==> src/shared/pwm_pkg.sv <==
package pwm_pkg;

  // ------------------------------------------------------------------
  // Bus geometry.
  // ------------------------------------------------------------------
  localparam int unsigned ADR_W = 18;
  localparam int unsigned DAT_W = 32;

  // Register indices; the byte address is four times the index.
  localparam logic [15:0] IDX_CLOCK_CONTROL = 16'hffd0;
  localparam logic [15:0] IDX_DUTY_UPPER = 16'hffd1;
  localparam logic [15:0] IDX_DUTY_LOWER = 16'hffd2;
  localparam logic [15:0] IDX_STATUS = 16'hffd3;

  // ------------------------------------------------------------------
  // Reset and read-back values.
  // ------------------------------------------------------------------
  localparam logic [7:0] CLOCK_CONTROL_RESET = 8'hfe;
  localparam logic [7:0] DUTY_UPPER_RESET = 8'hc0;
  localparam logic [7:0] DUTY_LOWER_RESET = 8'h00;
  localparam logic [15:0] DUTY_COMBINED_RESET = 16'hc000;
  localparam logic [7:0] WO_READ_VALUE = 8'hff;

  // ------------------------------------------------------------------
  // Field layout.
  // ------------------------------------------------------------------
  localparam int unsigned PERIOD_SELECT_BIT = 0;
  localparam int unsigned DUTY_W = 14;
  localparam int unsigned UPPER_W = 6;
  localparam int unsigned LOWER_W = 8;
  localparam int unsigned SUB_W = 6;
  localparam int unsigned POS_W = 8;
  localparam int unsigned ST_DUTY_LSB = 0;
  localparam int unsigned ST_SEL_BIT = 14;
  localparam int unsigned ST_PEND_BIT = 15;
  localparam int unsigned ST_SUB_LSB = 16;

  // ------------------------------------------------------------------
  // Timing, in system clocks and in half input clock units.
  // ------------------------------------------------------------------
  localparam int unsigned CONV_CLOCKS_FAST = 16384;
  localparam int unsigned CONV_CLOCKS_SLOW = 32768;
  localparam logic [14:0] HIGH_OFFSET = 15'd64;
  localparam logic [14:0] PERIOD_UNITS = 15'd16384;
  localparam logic [13:0] CNT_LAST = 14'h3fff;

endpackage

==> src/shared/pwm_if.sv <==
`timescale 1ns/10ps
// Link between the register side and the clock prescaler.
interface pwm_if;
  logic period_select;
  logic restart;
  logic unit_en;

  modport ctl (output period_select, output restart, input unit_en);
  modport div (input period_select, input restart, output unit_en);
endinterface

==> src/logic/pwm_division_top.sv <==
// The implementer's own choice: the Wishbone register port.
`timescale 1ns/10ps
// Function
// RULE_01 - The period select bit picks an input clock of the system clock over 2 (when 0) or over 4 (when 1).
// RULE_02 - A conversion period lasts 16384 clocks with 1-clock resolution, or 32768 clocks with 2-clock resolution.
// RULE_03 - Clock control bits 7 to 1 always read 1 and ignore writes.
// RULE_04 - The period select bit is write-only and its position always reads 1.
// RULE_05 - After reset the clock control register holds ones in bits 7 to 1 and a zero period select.
// RULE_06 - The 14-bit duty value takes its top 6 bits from the upper byte and its low 8 bits from the lower byte.
// RULE_07 - The duty value sets the total high time over one conversion period.
// RULE_08 - Software writes the lower duty byte first and the upper duty byte last.
// RULE_09 - A write to the upper byte moves both bytes into the generator at the next period start.
// RULE_10 - Both duty registers are write-only and read as all ones.
// RULE_11 - After reset the duty value is zero and the two unused upper bits are one.
// RULE_12 - Each conversion period is made of 64 consecutive sub-pulses.
// RULE_13 - High time per period equals duty plus 64, times half the input clock period.
// RULE_14 - Software routes the shared pin to this block, then picks the period, then loads the duty.
// RULE_15 - Extra high units are spread evenly so sub-pulses differ by at most one unit.
module pwm_division_top
  import pwm_pkg::*;
(
  input wire logic clk_i,
  input wire logic rst_i,
  input wire logic cyc_i,
  input wire logic stb_i,
  input wire logic we_i,
  input wire logic [ADR_W-1:0] adr_i,
  input wire logic [3:0] sel_i,
  input wire logic [DAT_W-1:0] dat_i,
  output logic [DAT_W-1:0] dat_o,
  output logic ack_o,
  output logic pwm_o
);

  // ------------------------------------------------------------------
  // Declarations
  // ------------------------------------------------------------------
  pwm_if pif();

  logic req;
  logic [15:0] idx;
  logic wr_ok;
  logic ack_ff;
  logic [DAT_W-1:0] dat_ff;
  logic period_select_ff;
  logic [UPPER_W-1:0] duty_upper_ff;
  logic [LOWER_W-1:0] duty_lower_ff;
  logic pending_ff;
  logic sel_act_ff;
  logic [DUTY_W-1:0] duty_act_ff;
  logic [DUTY_W-1:0] staged;
  logic [DUTY_W-1:0] cnt_ff;
  logic wrap;
  logic [SUB_W-1:0] sub;
  logic [SUB_W-1:0] sub_rev;
  logic [POS_W-1:0] pos;
  logic extra;
  logic [8:0] width;
  logic high_now;
  logic pwm_ff;
  logic [14:0] hi_cnt_ff;
  logic [15:0] cyc_ff;
  logic [14:0] exp_high;

  // ------------------------------------------------------------------
  // Prescaler
  // ------------------------------------------------------------------

  // The divider follows the period choice now in force.
  assign pif.period_select = sel_act_ff;
  assign pif.restart = wrap;

  pwm_prescaler u_prescaler (
    .clk_i(clk_i),
    .rst_i(rst_i),
    .pif(pif)
  );

  // ------------------------------------------------------------------
  // Wishbone slave
  // ------------------------------------------------------------------

  // A request is one word; the index is the word address.
  assign req = cyc_i && stb_i;
  assign idx = adr_i[ADR_W-1:2];
  assign wr_ok = req && we_i && ack_ff && sel_i[0];

  // Acknowledge one cycle after the request, and drop it the cycle after.
  always_ff @(posedge clk_i) begin
    if (rst_i) begin
      ack_ff <= 1'b0;
    end else begin
      ack_ff <= req && !ack_ff;
    end
  end

  assign ack_o = ack_ff;
  assign dat_o = dat_ff;

  // Read data is captured with the acknowledge and held while it stands.
  always_ff @(posedge clk_i) begin
    if (rst_i) begin
      dat_ff <= '0;
    end else if (req && !ack_ff) begin
      dat_ff <= '0;
      case (idx)
        IDX_CLOCK_CONTROL: begin
          dat_ff[7:0] <= WO_READ_VALUE; // [RULE_03] [RULE_04]
        end
        IDX_DUTY_UPPER, IDX_DUTY_LOWER: begin
          dat_ff[7:0] <= WO_READ_VALUE; // [RULE_10]
        end
        IDX_STATUS: begin
          dat_ff[ST_DUTY_LSB +: DUTY_W] <= duty_act_ff;
          dat_ff[ST_SEL_BIT] <= sel_act_ff;
          dat_ff[ST_PEND_BIT] <= pending_ff;
          dat_ff[ST_SUB_LSB +: SUB_W] <= sub;
        end
        default: begin
          dat_ff <= '0;
        end
      endcase
    end
  end

  // ------------------------------------------------------------------
  // Control registers
  // ------------------------------------------------------------------

  // Only the period select bit is stored; the reserved bits are constant.
  always_ff @(posedge clk_i) begin
    if (rst_i) begin
      period_select_ff <= CLOCK_CONTROL_RESET[PERIOD_SELECT_BIT]; // [RULE_05]
    end else if (wr_ok && idx == IDX_CLOCK_CONTROL) begin
      period_select_ff <= dat_i[PERIOD_SELECT_BIT]; // [RULE_01] [RULE_03]
    end
  end

  // Upper duty byte keeps six bits; the top two are never stored.
  always_ff @(posedge clk_i) begin
    if (rst_i) begin
      duty_upper_ff <= DUTY_UPPER_RESET[UPPER_W-1:0]; // [RULE_11]
    end else if (wr_ok && idx == IDX_DUTY_UPPER) begin
      duty_upper_ff <= dat_i[UPPER_W-1:0]; // [RULE_06]
    end
  end

  // Lower duty byte holds the low eight bits.
  always_ff @(posedge clk_i) begin
    if (rst_i) begin
      duty_lower_ff <= DUTY_LOWER_RESET; // [RULE_11]
    end else if (wr_ok && idx == IDX_DUTY_LOWER) begin
      duty_lower_ff <= dat_i[LOWER_W-1:0]; // [RULE_06]
    end
  end

  // The combined value loaded into the generator at the next period start once a transfer is armed.
  assign staged = {duty_upper_ff, duty_lower_ff}; // [RULE_06]

  // Upper byte write arms a transfer; a new write wins over the clear.
  always_ff @(posedge clk_i) begin
    if (rst_i) begin
      pending_ff <= 1'b0;
    end else if (wr_ok && idx == IDX_DUTY_UPPER) begin
      pending_ff <= 1'b1; // [RULE_09]
    end else if (wrap) begin
      pending_ff <= 1'b0;
    end
  end

  // The generator takes new data only at a period boundary.
  always_ff @(posedge clk_i) begin
    if (rst_i) begin
      duty_act_ff <= DUTY_COMBINED_RESET[DUTY_W-1:0]; // [RULE_11]
    end else if (wrap && pending_ff) begin
      duty_act_ff <= staged; // [RULE_09]
    end
  end

  // The period choice also switches only at a boundary.
  always_ff @(posedge clk_i) begin
    if (rst_i) begin
      sel_act_ff <= CLOCK_CONTROL_RESET[PERIOD_SELECT_BIT];
    end else if (wrap) begin
      sel_act_ff <= period_select_ff; // [RULE_02]
    end
  end

  // ------------------------------------------------------------------
  // Waveform generator
  // ------------------------------------------------------------------

  // Unit counter: 64 sub-pulses of 256 units each.
  always_ff @(posedge clk_i) begin
    if (rst_i) begin
      cnt_ff <= '0;
    end else if (pif.unit_en) begin
      cnt_ff <= cnt_ff + 14'h1; // [RULE_02] [RULE_12]
    end
  end

  assign wrap = pif.unit_en && cnt_ff == CNT_LAST;
  assign sub = cnt_ff[DUTY_W-1:POS_W];
  assign pos = cnt_ff[POS_W-1:0];

  // Bit-reversed sub-pulse number orders the extra units evenly.
  for (genvar i = 0; i < SUB_W; i++) begin : g_rev
    assign sub_rev[i] = sub[SUB_W-1-i];
  end

  // Each sub-pulse gets base+1 units, plus one when it is chosen.
  assign extra = sub_rev < duty_act_ff[SUB_W-1:0]; // [RULE_15]
  assign width = {1'b0, duty_act_ff[DUTY_W-1:SUB_W]} + 9'd1 + {8'h0, extra}; // [RULE_13]
  assign high_now = {1'b0, pos} < width; // [RULE_07] [RULE_12]

  // The pin is registered so it never glitches.
  always_ff @(posedge clk_i) begin
    if (rst_i) begin
      pwm_ff <= 1'b0;
    end else if (pif.unit_en) begin
      pwm_ff <= high_now; // [RULE_07]
    end
  end

  assign pwm_o = pwm_ff;

  // ------------------------------------------------------------------
  // Checks
  // ------------------------------------------------------------------

  // High units counted since the period started.
  always_ff @(posedge clk_i) begin
    if (rst_i || wrap) begin
      hi_cnt_ff <= '0;
    end else if (pif.unit_en && high_now) begin
      hi_cnt_ff <= hi_cnt_ff + 15'd1;
    end
  end

  // System clocks since the period started.
  always_ff @(posedge clk_i) begin
    if (rst_i || wrap) begin
      cyc_ff <= '0;
    end else begin
      cyc_ff <= cyc_ff + 16'h1;
    end
  end

  // High total cannot exceed the whole period.
  assign exp_high = ({1'b0, duty_act_ff} + HIGH_OFFSET > PERIOD_UNITS) ?
                    PERIOD_UNITS : {1'b0, duty_act_ff} + HIGH_OFFSET;

  property p_unit_rate;
    @(posedge clk_i) disable iff (rst_i)
    (sel_act_ff && pif.unit_en && !wrap) |=> !pif.unit_en ##1 pif.unit_en;
  endproperty
  a_unit_rate: assert property (p_unit_rate) // [RULE_01]
    else $error("unit enable rate wrong for divide by four");

  property p_period_len;
    @(posedge clk_i) disable iff (rst_i)
    wrap |-> 32'(cyc_ff) == (sel_act_ff ? CONV_CLOCKS_SLOW : CONV_CLOCKS_FAST) - 1;
  endproperty
  a_period_len: assert property (p_period_len) // [RULE_02]
    else $error("conversion period length wrong");

  property p_ctrl_read;
    @(posedge clk_i) disable iff (rst_i)
    (req && !ack_ff && !we_i && idx == IDX_CLOCK_CONTROL) |=> ack_o && dat_o[7:0] == WO_READ_VALUE;
  endproperty
  a_ctrl_read: assert property (p_ctrl_read) // [RULE_03] [RULE_04]
    else $error("clock control read is not all ones");

  property p_reset_val;
    @(posedge clk_i) $fell(rst_i) |-> !period_select_ff && duty_act_ff == 14'h0 && staged == 14'h0;
  endproperty
  a_reset_val: assert property (p_reset_val) // [RULE_05] [RULE_11]
    else $error("reset values wrong");

  property p_lower_store;
    @(posedge clk_i) disable iff (rst_i)
    (wr_ok && idx == IDX_DUTY_LOWER) |=> staged[LOWER_W-1:0] == $past(dat_i[7:0]);
  endproperty
  a_lower_store: assert property (p_lower_store) // [RULE_06]
    else $error("lower duty byte not stored");

  property p_high_total;
    @(posedge clk_i) disable iff (rst_i)
    wrap |-> hi_cnt_ff + 15'(high_now) == exp_high;
  endproperty
  a_high_total: assert property (p_high_total) // [RULE_07] [RULE_13]
    else $error("high time over the period wrong");

  property p_transfer;
    @(posedge clk_i) disable iff (rst_i)
    (wrap && pending_ff) |=> duty_act_ff == $past(staged);
  endproperty
  a_transfer: assert property (p_transfer) // [RULE_09]
    else $error("duty not transferred at period start");

  property p_duty_read;
    @(posedge clk_i) disable iff (rst_i)
    (req && !ack_ff && !we_i && (idx == IDX_DUTY_UPPER || idx == IDX_DUTY_LOWER))
      |=> dat_o == 32'h0000_00ff;
  endproperty
  a_duty_read: assert property (p_duty_read) // [RULE_10]
    else $error("duty register read is not all ones");

  property p_sub_step;
    @(posedge clk_i) disable iff (rst_i)
    (pif.unit_en && pos == 8'hff) |=> sub == $past(sub) + 6'h1;
  endproperty
  a_sub_step: assert property (p_sub_step) // [RULE_12]
    else $error("sub-pulse did not advance after 256 units");

  property p_spread;
    @(posedge clk_i) disable iff (rst_i)
    width - 9'({1'b0, duty_act_ff[DUTY_W-1:SUB_W]}) inside {9'd1, 9'd2};
  endproperty
  a_spread: assert property (p_spread) // [RULE_15]
    else $error("sub-pulse width outside base range");

endmodule

==> src/logic/pwm_prescaler.sv <==
`timescale 1ns/10ps
module pwm_prescaler
  import pwm_pkg::*;
(
  input wire logic clk_i,
  input wire logic rst_i,
  pwm_if.div pif
);

  logic [1:0] div_ff;

  // Free divider, realigned at each period start so periods stay exact.
  always_ff @(posedge clk_i) begin
    if (rst_i || pif.restart) begin
      div_ff <= 2'h0;
    end else begin
      div_ff <= div_ff + 2'h1;
    end
  end

  // One unit is half an input clock: every clock for /2, every second for /4.
  assign pif.unit_en = pif.period_select ? div_ff[0] : 1'b1; // [RULE_01]

endmodule

==> config.mk <==
export PLATFORM = sky130hd
export DESIGN_NAME = pwm_division_top
export DESIGN_NICKNAME = d
export VERILOG_FILES = /design/src/shared/pwm_pkg.sv /design/src/shared/pwm_if.sv /design/src/logic/pwm_division_top.sv /design/src/logic/pwm_prescaler.sv
export SDC_FILE = /design/constraint.sdc
export NUM_CORES = 1
export LEC_CHECK = 0
export BUFFER_PORTS_ARGS = -buffer_cell sky130_fd_sc_hd__buf_4
export CAP_MARGIN = 0
export CORE_MARGIN = 2
export CORE_UTILIZATION = 50
export CTS_CLUSTER_SIZE = 30
export DETAILED_ROUTE_END_ITERATION = 6
export GPL_TIMING_DRIVEN = 0
export PLACE_DENSITY = 0.77
export REMOVE_ABC_BUFFERS = 1
export SYNTH_ARGS = -nofsm -noshare
export SYNTH_HDL_FRONTEND = slang
export SYNTH_HIERARCHICAL = 1
export SYNTH_SLANG_ARGS = --single-unit
==> constraint.sdc <==
create_clock -name clk_i -period 6.2 [get_ports clk_i]
set_input_delay 0.31 -clock clk_i [delete_from_list [all_inputs] [get_ports clk_i]]
set_output_delay 0.31 -clock clk_i [all_outputs]
set_load 0.02 [all_outputs]
==> results.py, run 1 <==
metrics = {
    "outcome": {
        "status": "finished, final reports clean",
    },
    "synthesis": {
        "avgSynthCellArea_um2": 9.62,
        "ys_seq_area_share_pct": 42.2,
        "synthAdderAreaFrac_pct": 5.66,
        "synth_top_area_share_pct": 42.2,
        "syn-cell-area_um2": 3320,
        "synth_cells": 345,
        "synthSimpleGateAreaFrac_pct": 24.4,
        "synth_ff_type": "dfxtp_1",
        "synth_top_family_by_area": "simple AND/OR/NAND/NOR gates",
        "synth_mux_area_share_pct": 9.05,
        "yosysMostFrequentCell": "dfxtp_1",
        "synth_compound_area_share_pct": 7.62,
        "synth-xor-area-share_pct": 4.75,
        "synth_edf_count": 0,
        "yosysTopAreaCell": "dfxtp_1",
        "synth_seq_cells": 70,
        "async_reset_ff_share_pct": 0,
        "yosys_warnings": 6,
        "ys_top_cells_by_count": "dfxtp_1 (70), nand2b_1 (39), mux2i_1 (30), nor2_1 (28), nor3_1 (19)",
        "synth_cell_type_count": 42,
        "synthTopCellsByArea": "dfxtp_1 (42%), mux2i_1 (9.0%), nand2b_1 (7.4%), ha_1 (5.7%), a22o_1 (3.4%)",
    },
    "clock_tree": {
        "postCtsHoldBufs": 0,
        "clk_latency_ns": 0.35,
        "cts.path.max_buffers": 2,
        "cts-htree-levels": 3,
        "cts_resized": 0,
        "path_clk_slew_ns": 0.07,
        "cts.sinks": 70,
        "cts_buffers": 9,
        "cts_tree": "done",
        "cts_setup_buffers": 0,
        "cts_root_buf": "clkbuf_8",
    },
    "placement": {
        "dpl.hpwl_mm": 4.78,
        "portBuffers": 53,
        "post-place-ws_ns": 3.10,
        "dp.cells": 458,
        "gp_congestion": 0.806,
        "dpl-instance-area_um2": 3690,
    },
    "routing": {
        "via_count": 2563,
        "vias_per_cell": 5.41,
        "route.detailed.drc": 0,
        "wirelength_mm": 6.85,
        "wl_per_cell_um": 14.5,
        "firstDrtPassIters": 4,
        "drt-initial-drc-count": 135,
        "ant_nets": 0,
    },
    "pwr": {
        "power.share.switching_pct": 22.6,
        "p_switching_mw": 0.211,
        "powerDensity_nw_per_um2": 239,
        "p_leak_nw": 1.70,
        "clkPwrFrac_pct": 43.5,
        "internal-power_mw": 0.723,
        "p_seq_share_pct": 49.3,
        "peakVddDrop_v": 0.000184,
        "power_frac_comb_pct": 7.1,
        "power_mw": 0.934,
    },
    "sta": {
        "rsz0062_at_grt": "no",
        "final_max_slew_viol_count": 0,
        "finClkSkew_ns": 0.00790,
        "hold_viol_final": 0,
        "tns_ns": 0,
        "fin_ws_ns": 3.00,
        "holdWs_ns": 0.228,
        "setup_viol": 0,
        "period_needed_ns": 3.20,
        "tightestPinTransition_ns": 1.05,
        "finalCritPeriodShare_pct": 51.7,
        "relSlewSlack_pct": 29.9,
        "fmax_ghz": 0.312,
    },
    "floorplan": {
        "io_pins": 93,
        "rows": 29,
        "initial_core_util_pct": 52.0,
        "core_um2": 6390,
        "die-area_um2": 7300,
        "die_w_um": 85.5,
        "die_h_um": 85.5,
    },
    "worst_setup_path": {
        "path_cells": "inv_1 -> ha_1 -> a21oi_1 -> o21ai_0 -> a31o_2 -> ha_1 -> inv_1 -> ha_1 -> nand3_1 -> nor2_1 -> xnor2_1 -> ha_1 -> o211ai_1 -> a211oi_1 -> o211ai_1 -> and3_1",
        "crit_path_start_kind": "register",
        "path_common_cell": "ha_1",
        "critical_path_arrival_ns": 3.45,
        "slowest_delay_ns": 0.40,
        "crit_fanout": 3,
        "cp_slowest_cell": "dfxtp_1",
        "required_ns": 6.45,
        "critical_path.endpoint_type": "register",
        "critical_path_class": "register to register",
    },
    "grt": {
        "grt_usage_pct": 19.9,
        "grt_pass1_wl_mm": 11.4,
        "grt_start_max_net_pins": 60,
        "antenna_found_initial": 0,
        "grt_pass1_vias": 2430,
        "overflow": 0,
    },
    "layout": {
        "fillerInstances": 561,
        "fin_cells": 474,
        "finalInstanceArea_um2": 3900,
        "drive_gt1_share_pct": 19.1,
        "final_core_util_pct": 61.1,
        "diodes": 0,
        "area_growth_pct": 17.6,
        "finalNetCount": 466,
    },
    "job": {
        "maxCapViolations": 0,
    },
    "hold_path": {
        "hp-class": "primary input to register",
    },
}
[power groups by stage]
stage / combinational, mW / clock, mW / sequential, mW
3_5_place_dp: 0.0659 / 0 / 0.471
3_3_place_gp: 0.0641 / 0 / 0.471
2_1_floorplan: 0.0293 / 0 / 0.476
6_report: 0.0666 / 0.407 / 0.461
5_1_grt: 0.0733 / 0.436 / 0.462
4_1_cts: 0.0668 / 0.413 / 0.461
[final timing paths]
path                                          from  cells after the start  slack, ns                               end
hold / removal                            dat_i[7]                      3       0.23     duty_lower_ff[7]$_SDFFE_PP0P_
hold reg to reg   u_prescaler/div_ff[0]$_SDFF_PP0_                      1       0.44  u_prescaler/div_ff[0]$_SDFF_PP0_
setup reg to reg       duty_act_ff[3]$_SDFFE_PP0P_                     16       3.00                pwm_o$_SDFFE_PP0P_
setup / recovery       duty_act_ff[3]$_SDFFE_PP0P_                     16       3.00                pwm_o$_SDFFE_PP0P_
[area by class of cell]
| class | instances | area, um2 | share of cell area, % |
|---|---|---|---|
| Clock buffer | 12 | 145 | 3.72 |
| Clock inverter | 4 | 70.1 | 1.80 |
| Inverter | 12 | 45.0 | 1.15 |
| Multi-Input combinational cell | 246 | 1750 | 44.8 |
| Sequential cell | 70 | 1400 | 35.9 |
| Tap cell | 77 | 96.3 | 2.47 |
| Timing Repair Buffer | 53 | 398 | 10.2 |
[routing by layer]
metal | global-route usage [%] | part of all wire [%] | routed length (um) | vias to the layer above
met1 | 24.5 | 45 | 3060 | 1222
li1 | - | - | - | 1279
met2 | 33.0 | 49 | 3380 | 55
met5 | 0 | 0 | 0 | -
met4 | 6.06 | 0.92 | 63 | 0
met3 | 6.42 | 5.1 | 351 | 7
[placed cells by master, fill, tap and decap left out, drive strengths merged, types with 2 or more instances in the layout]
cell type and count:
a21oi 7, a22o 13, and3 6, and4 3, buf 53, bufinv 2
clkbuf 12, clkinv 2, conb 10, dfxtp 70, ha 15, inv 12
mux2i 30, nand2 11, nand2b 39, nand3 11, nand4 7, nor2 28
nor3 20, nor4 4, o211ai 3, o21ai 3, o31a 2, or3 2
or4 3, xnor2 9, xor2 9
[logic make-up after synthesis]
group | after synthesis
buf+inv | 38
mux | 30
fa+ha+maj | 15
compound gates | 34
xor+xnor | 18
other cells | 1
flops | 70
simple gates | 139
[worst max-delay path, delay by kind of cell (launching register included)]
family                     cells  cell delay [ns]
xor gates and xnor gates       1             0.08
DFF                            1             0.40
buffers and inverters          2             0.14
adders and majority gates      4             0.96
and+or+nand+nor                3             0.47
AOI/OAI and AO/OA              6             1.06
[sequential cells by signal, summed over array words and instances (netlist names)]
register            flops
pwm_o                   1
dat_o                  22
duty_lower_ff           8
period_select_ff        1
pending_ff              1
ack_o                   1
duty_act_ff            14
duty_upper_ff           6
u_prescaler/div_ff      1
pif.period_select       1
cnt_ff                 14
(Power assumes the default switching activity.)
==> run 2, diff against run 1 <==
clock period = 3.08 ns   (was 6.2 ns; I/O delays follow)
==> run 2 against run 1 <==
- setup slack got worse by 2.8 ns
- clock-buffer cell count did not move
- die area did not move
- sequential share of layout area fell by 0.61 points
- largest power group unchanged
- critical path type unchanged
- largest cell class unchanged
- non-clock buffer count rose by 4
- critical endpoint unchanged
- design area rose by 2.1%
==> results.py, run 2 (synthesis results as in run 1) <==
metrics = {
    "grt": {
        "grt_start_max_net_pins": 60,
        "grt_pass1_vias": 2428,
        "grt_usage_pct": 20.1,
        "grt_pass1_wl_mm": 11.4,
        "overflow": 0,
        "antenna_found_initial": 0,
    },
    "pwr": {
        "power.share.switching_pct": 22.6,
        "peakVddDrop_v": 0.000372,
        "powerDensity_nw_per_um2": 473,
        "clkPwrFrac_pct": 43.5,
        "power_frac_comb_pct": 7.2,
        "p_switching_mw": 0.426,
        "p_leak_nw": 1.72,
        "internal-power_mw": 1.46,
        "p_seq_share_pct": 49.3,
    },
    "placement": {
        "dpl.hpwl_mm": 4.78,
        "gp_congestion": 0.806,
        "dp.cells": 458,
        "post-place-ws_ns": -0.0177,
        "portBuffers": 53,
    },
    "layout": {
        "final_core_util_pct": 62.4,
        "diodes": 0,
        "drive_gt1_share_pct": 22.7,
        "final_cell_mix": "dfxtp_1 (66), buf_4 (57), nand2b_1 (39), mux2i_1 (30), nor2_1 (27)",
        "layout_commonest_cell": "dfxtp_1",
        "fillerInstances": 544,
        "fin_cells": 478,
        "largest_reg_flops": 22,
        "finalNetCount": 470,
        "area_growth_pct": 20.1,
    },
    "sta": {
        "fin_ws_ns": 0.157,
        "finalCritPeriodShare_pct": 94.9,
        "final_max_slew_viol_count": 0,
        "period_needed_ns": 2.92,
        "setup_viol": 0,
        "hold_viol_final": 0,
        "tightestPinTransition_ns": 1.04,
        "tns_ns": 0,
        "holdWs_ns": 0.0674,
        "fmax_ghz": 0.342,
        "finClkSkew_ns": 0.00733,
        "relSlewSlack_pct": 30.6,
    },
    "routing": {
        "wirelength_mm": 6.98,
        "vias_per_cell": 5.42,
        "ant_nets": 0,
        "drt-initial-drc-count": 153,
        "route.detailed.drc": 0,
        "wl_per_cell_um": 14.6,
        "via_count": 2593,
        "firstDrtPassIters": 4,
    },
    "floorplan": {
        "core_um2": 6390,
        "die_h_um": 85.5,
        "die_w_um": 85.5,
        "initial_core_util_pct": 52.0,
        "rows": 29,
        "io_pins": 93,
        "die-area_um2": 7300,
    },
    "worst_setup_path": {
        "crit_path_start_kind": "register",
        "critical_path_arrival_ns": 3.17,
        "path_cells": "inv_1 -> ha_1 -> a21oi_1 -> o21ai_1 -> a31o_2 -> ha_1 -> inv_2 -> and3_4 -> nand3_1 -> xor2_1 -> ha_1 -> o211ai_1 -> a211oi_2 -> o211ai_1 -> and3_1",
        "required_ns": 3.33,
        "crit_fanout": 3,
        "critical_path.endpoint_type": "register",
        "critical_path_class": "register to register",
        "cp_slowest_cell": "dfxtp_2",
        "slowest_delay_ns": 0.36,
        "path_common_cell": "ha_1",
    },
    "clock_tree": {
        "cts_buffers": 9,
        "cts_root_buf": "clkbuf_8",
        "cts.path.max_buffers": 2,
        "cts.sinks": 70,
        "cts_tree": "done",
        "cts-htree-levels": 3,
        "clk_latency_ns": 0.35,
        "path_clk_slew_ns": 0.07,
    },
    "outcome": {
        "status": "finished, final reports clean",
    },
    "hold_path": {
        "hp-class": "primary input to register",
    },
    "job": {
        "maxCapViolations": 0,
    },
}
-- run 2: critical path: cells and delay by family, from the launching register on --
kind,cells,cell delay (ns)
xor+xnor,1,0.17
simple gates,3,0.47
buf+inv,2,0.14
fa+ha+maj,3,0.77
compound gates,6,0.90
flops,1,0.36
-- run 2: worst paths after layout --
path                                                  startpoint                               end  slack [ns]  cells past startpoint
worst max-delay path                 duty_act_ff[3]$_SDFFE_PP0P_                pwm_o$_SDFFE_PP0P_        0.16                     15
worst min-delay path                                    dat_i[7]     duty_lower_ff[7]$_SDFFE_PP0P_        0.07                      3
worst max register to register       duty_act_ff[3]$_SDFFE_PP0P_                pwm_o$_SDFFE_PP0P_        0.16                     15
worst min register to register  u_prescaler/div_ff[0]$_SDFF_PP0_  u_prescaler/div_ff[0]$_SDFF_PP0_        0.43                      1
-- run 2: power by group through the flow --
stage / Combinational [mW] / Sequential, mW / Clock [mW]
5_1_grt: 0.149 / 0.929 / 0.878
3_5_place_dp: 0.133 / 0.949 / 0
6_report: 0.136 / 0.928 / 0.819
2_1_floorplan: 0.0589 / 0.957 / 0
4_1_cts: 0.136 / 0.927 / 0.832
3_3_place_gp: 0.129 / 0.948 / 0
-- run 2: per-stage QoR --
step                      cell area (um2)  total power, mW
final                                3980             1.88
after global routing                 3980             1.96
after CTS                            3930             1.90
after detailed placement             3690             1.08
after global placement               3690             1.08
after floorplan                      3190             1.02
-- run 2: what timing repair did --
action                                  4_1_cts  5_1_grt
endpoints found under the setup margin        1        1
pin swaps                                     3        9
resized for setup                             7        9
buffers inserted                              1        3
hold buffers                                  0        0
-- run 2: per-layer routing --
layer	up-vias	global-route usage [%]	wire [um]
li1	1289	-	-
met1	1246	25.1	3130
met2	51	33.1	3450
met3	7	6.42	339
met4	0	6.06	63
met5	-	0	0
-- run 2: final cells by class --
cell class | count | area (um2) | share of cell area [%]
inverters | 12 | 45.0 | 1.13
repair buffers | 57 | 428 | 10.7
flip-flops and latches | 70 | 1410 | 35.3
clock inverters | 4 | 70.1 | 1.76
clock buffers | 12 | 145 | 3.64
multi-input cells | 246 | 1790 | 45.0
well taps | 77 | 96.3 | 2.42
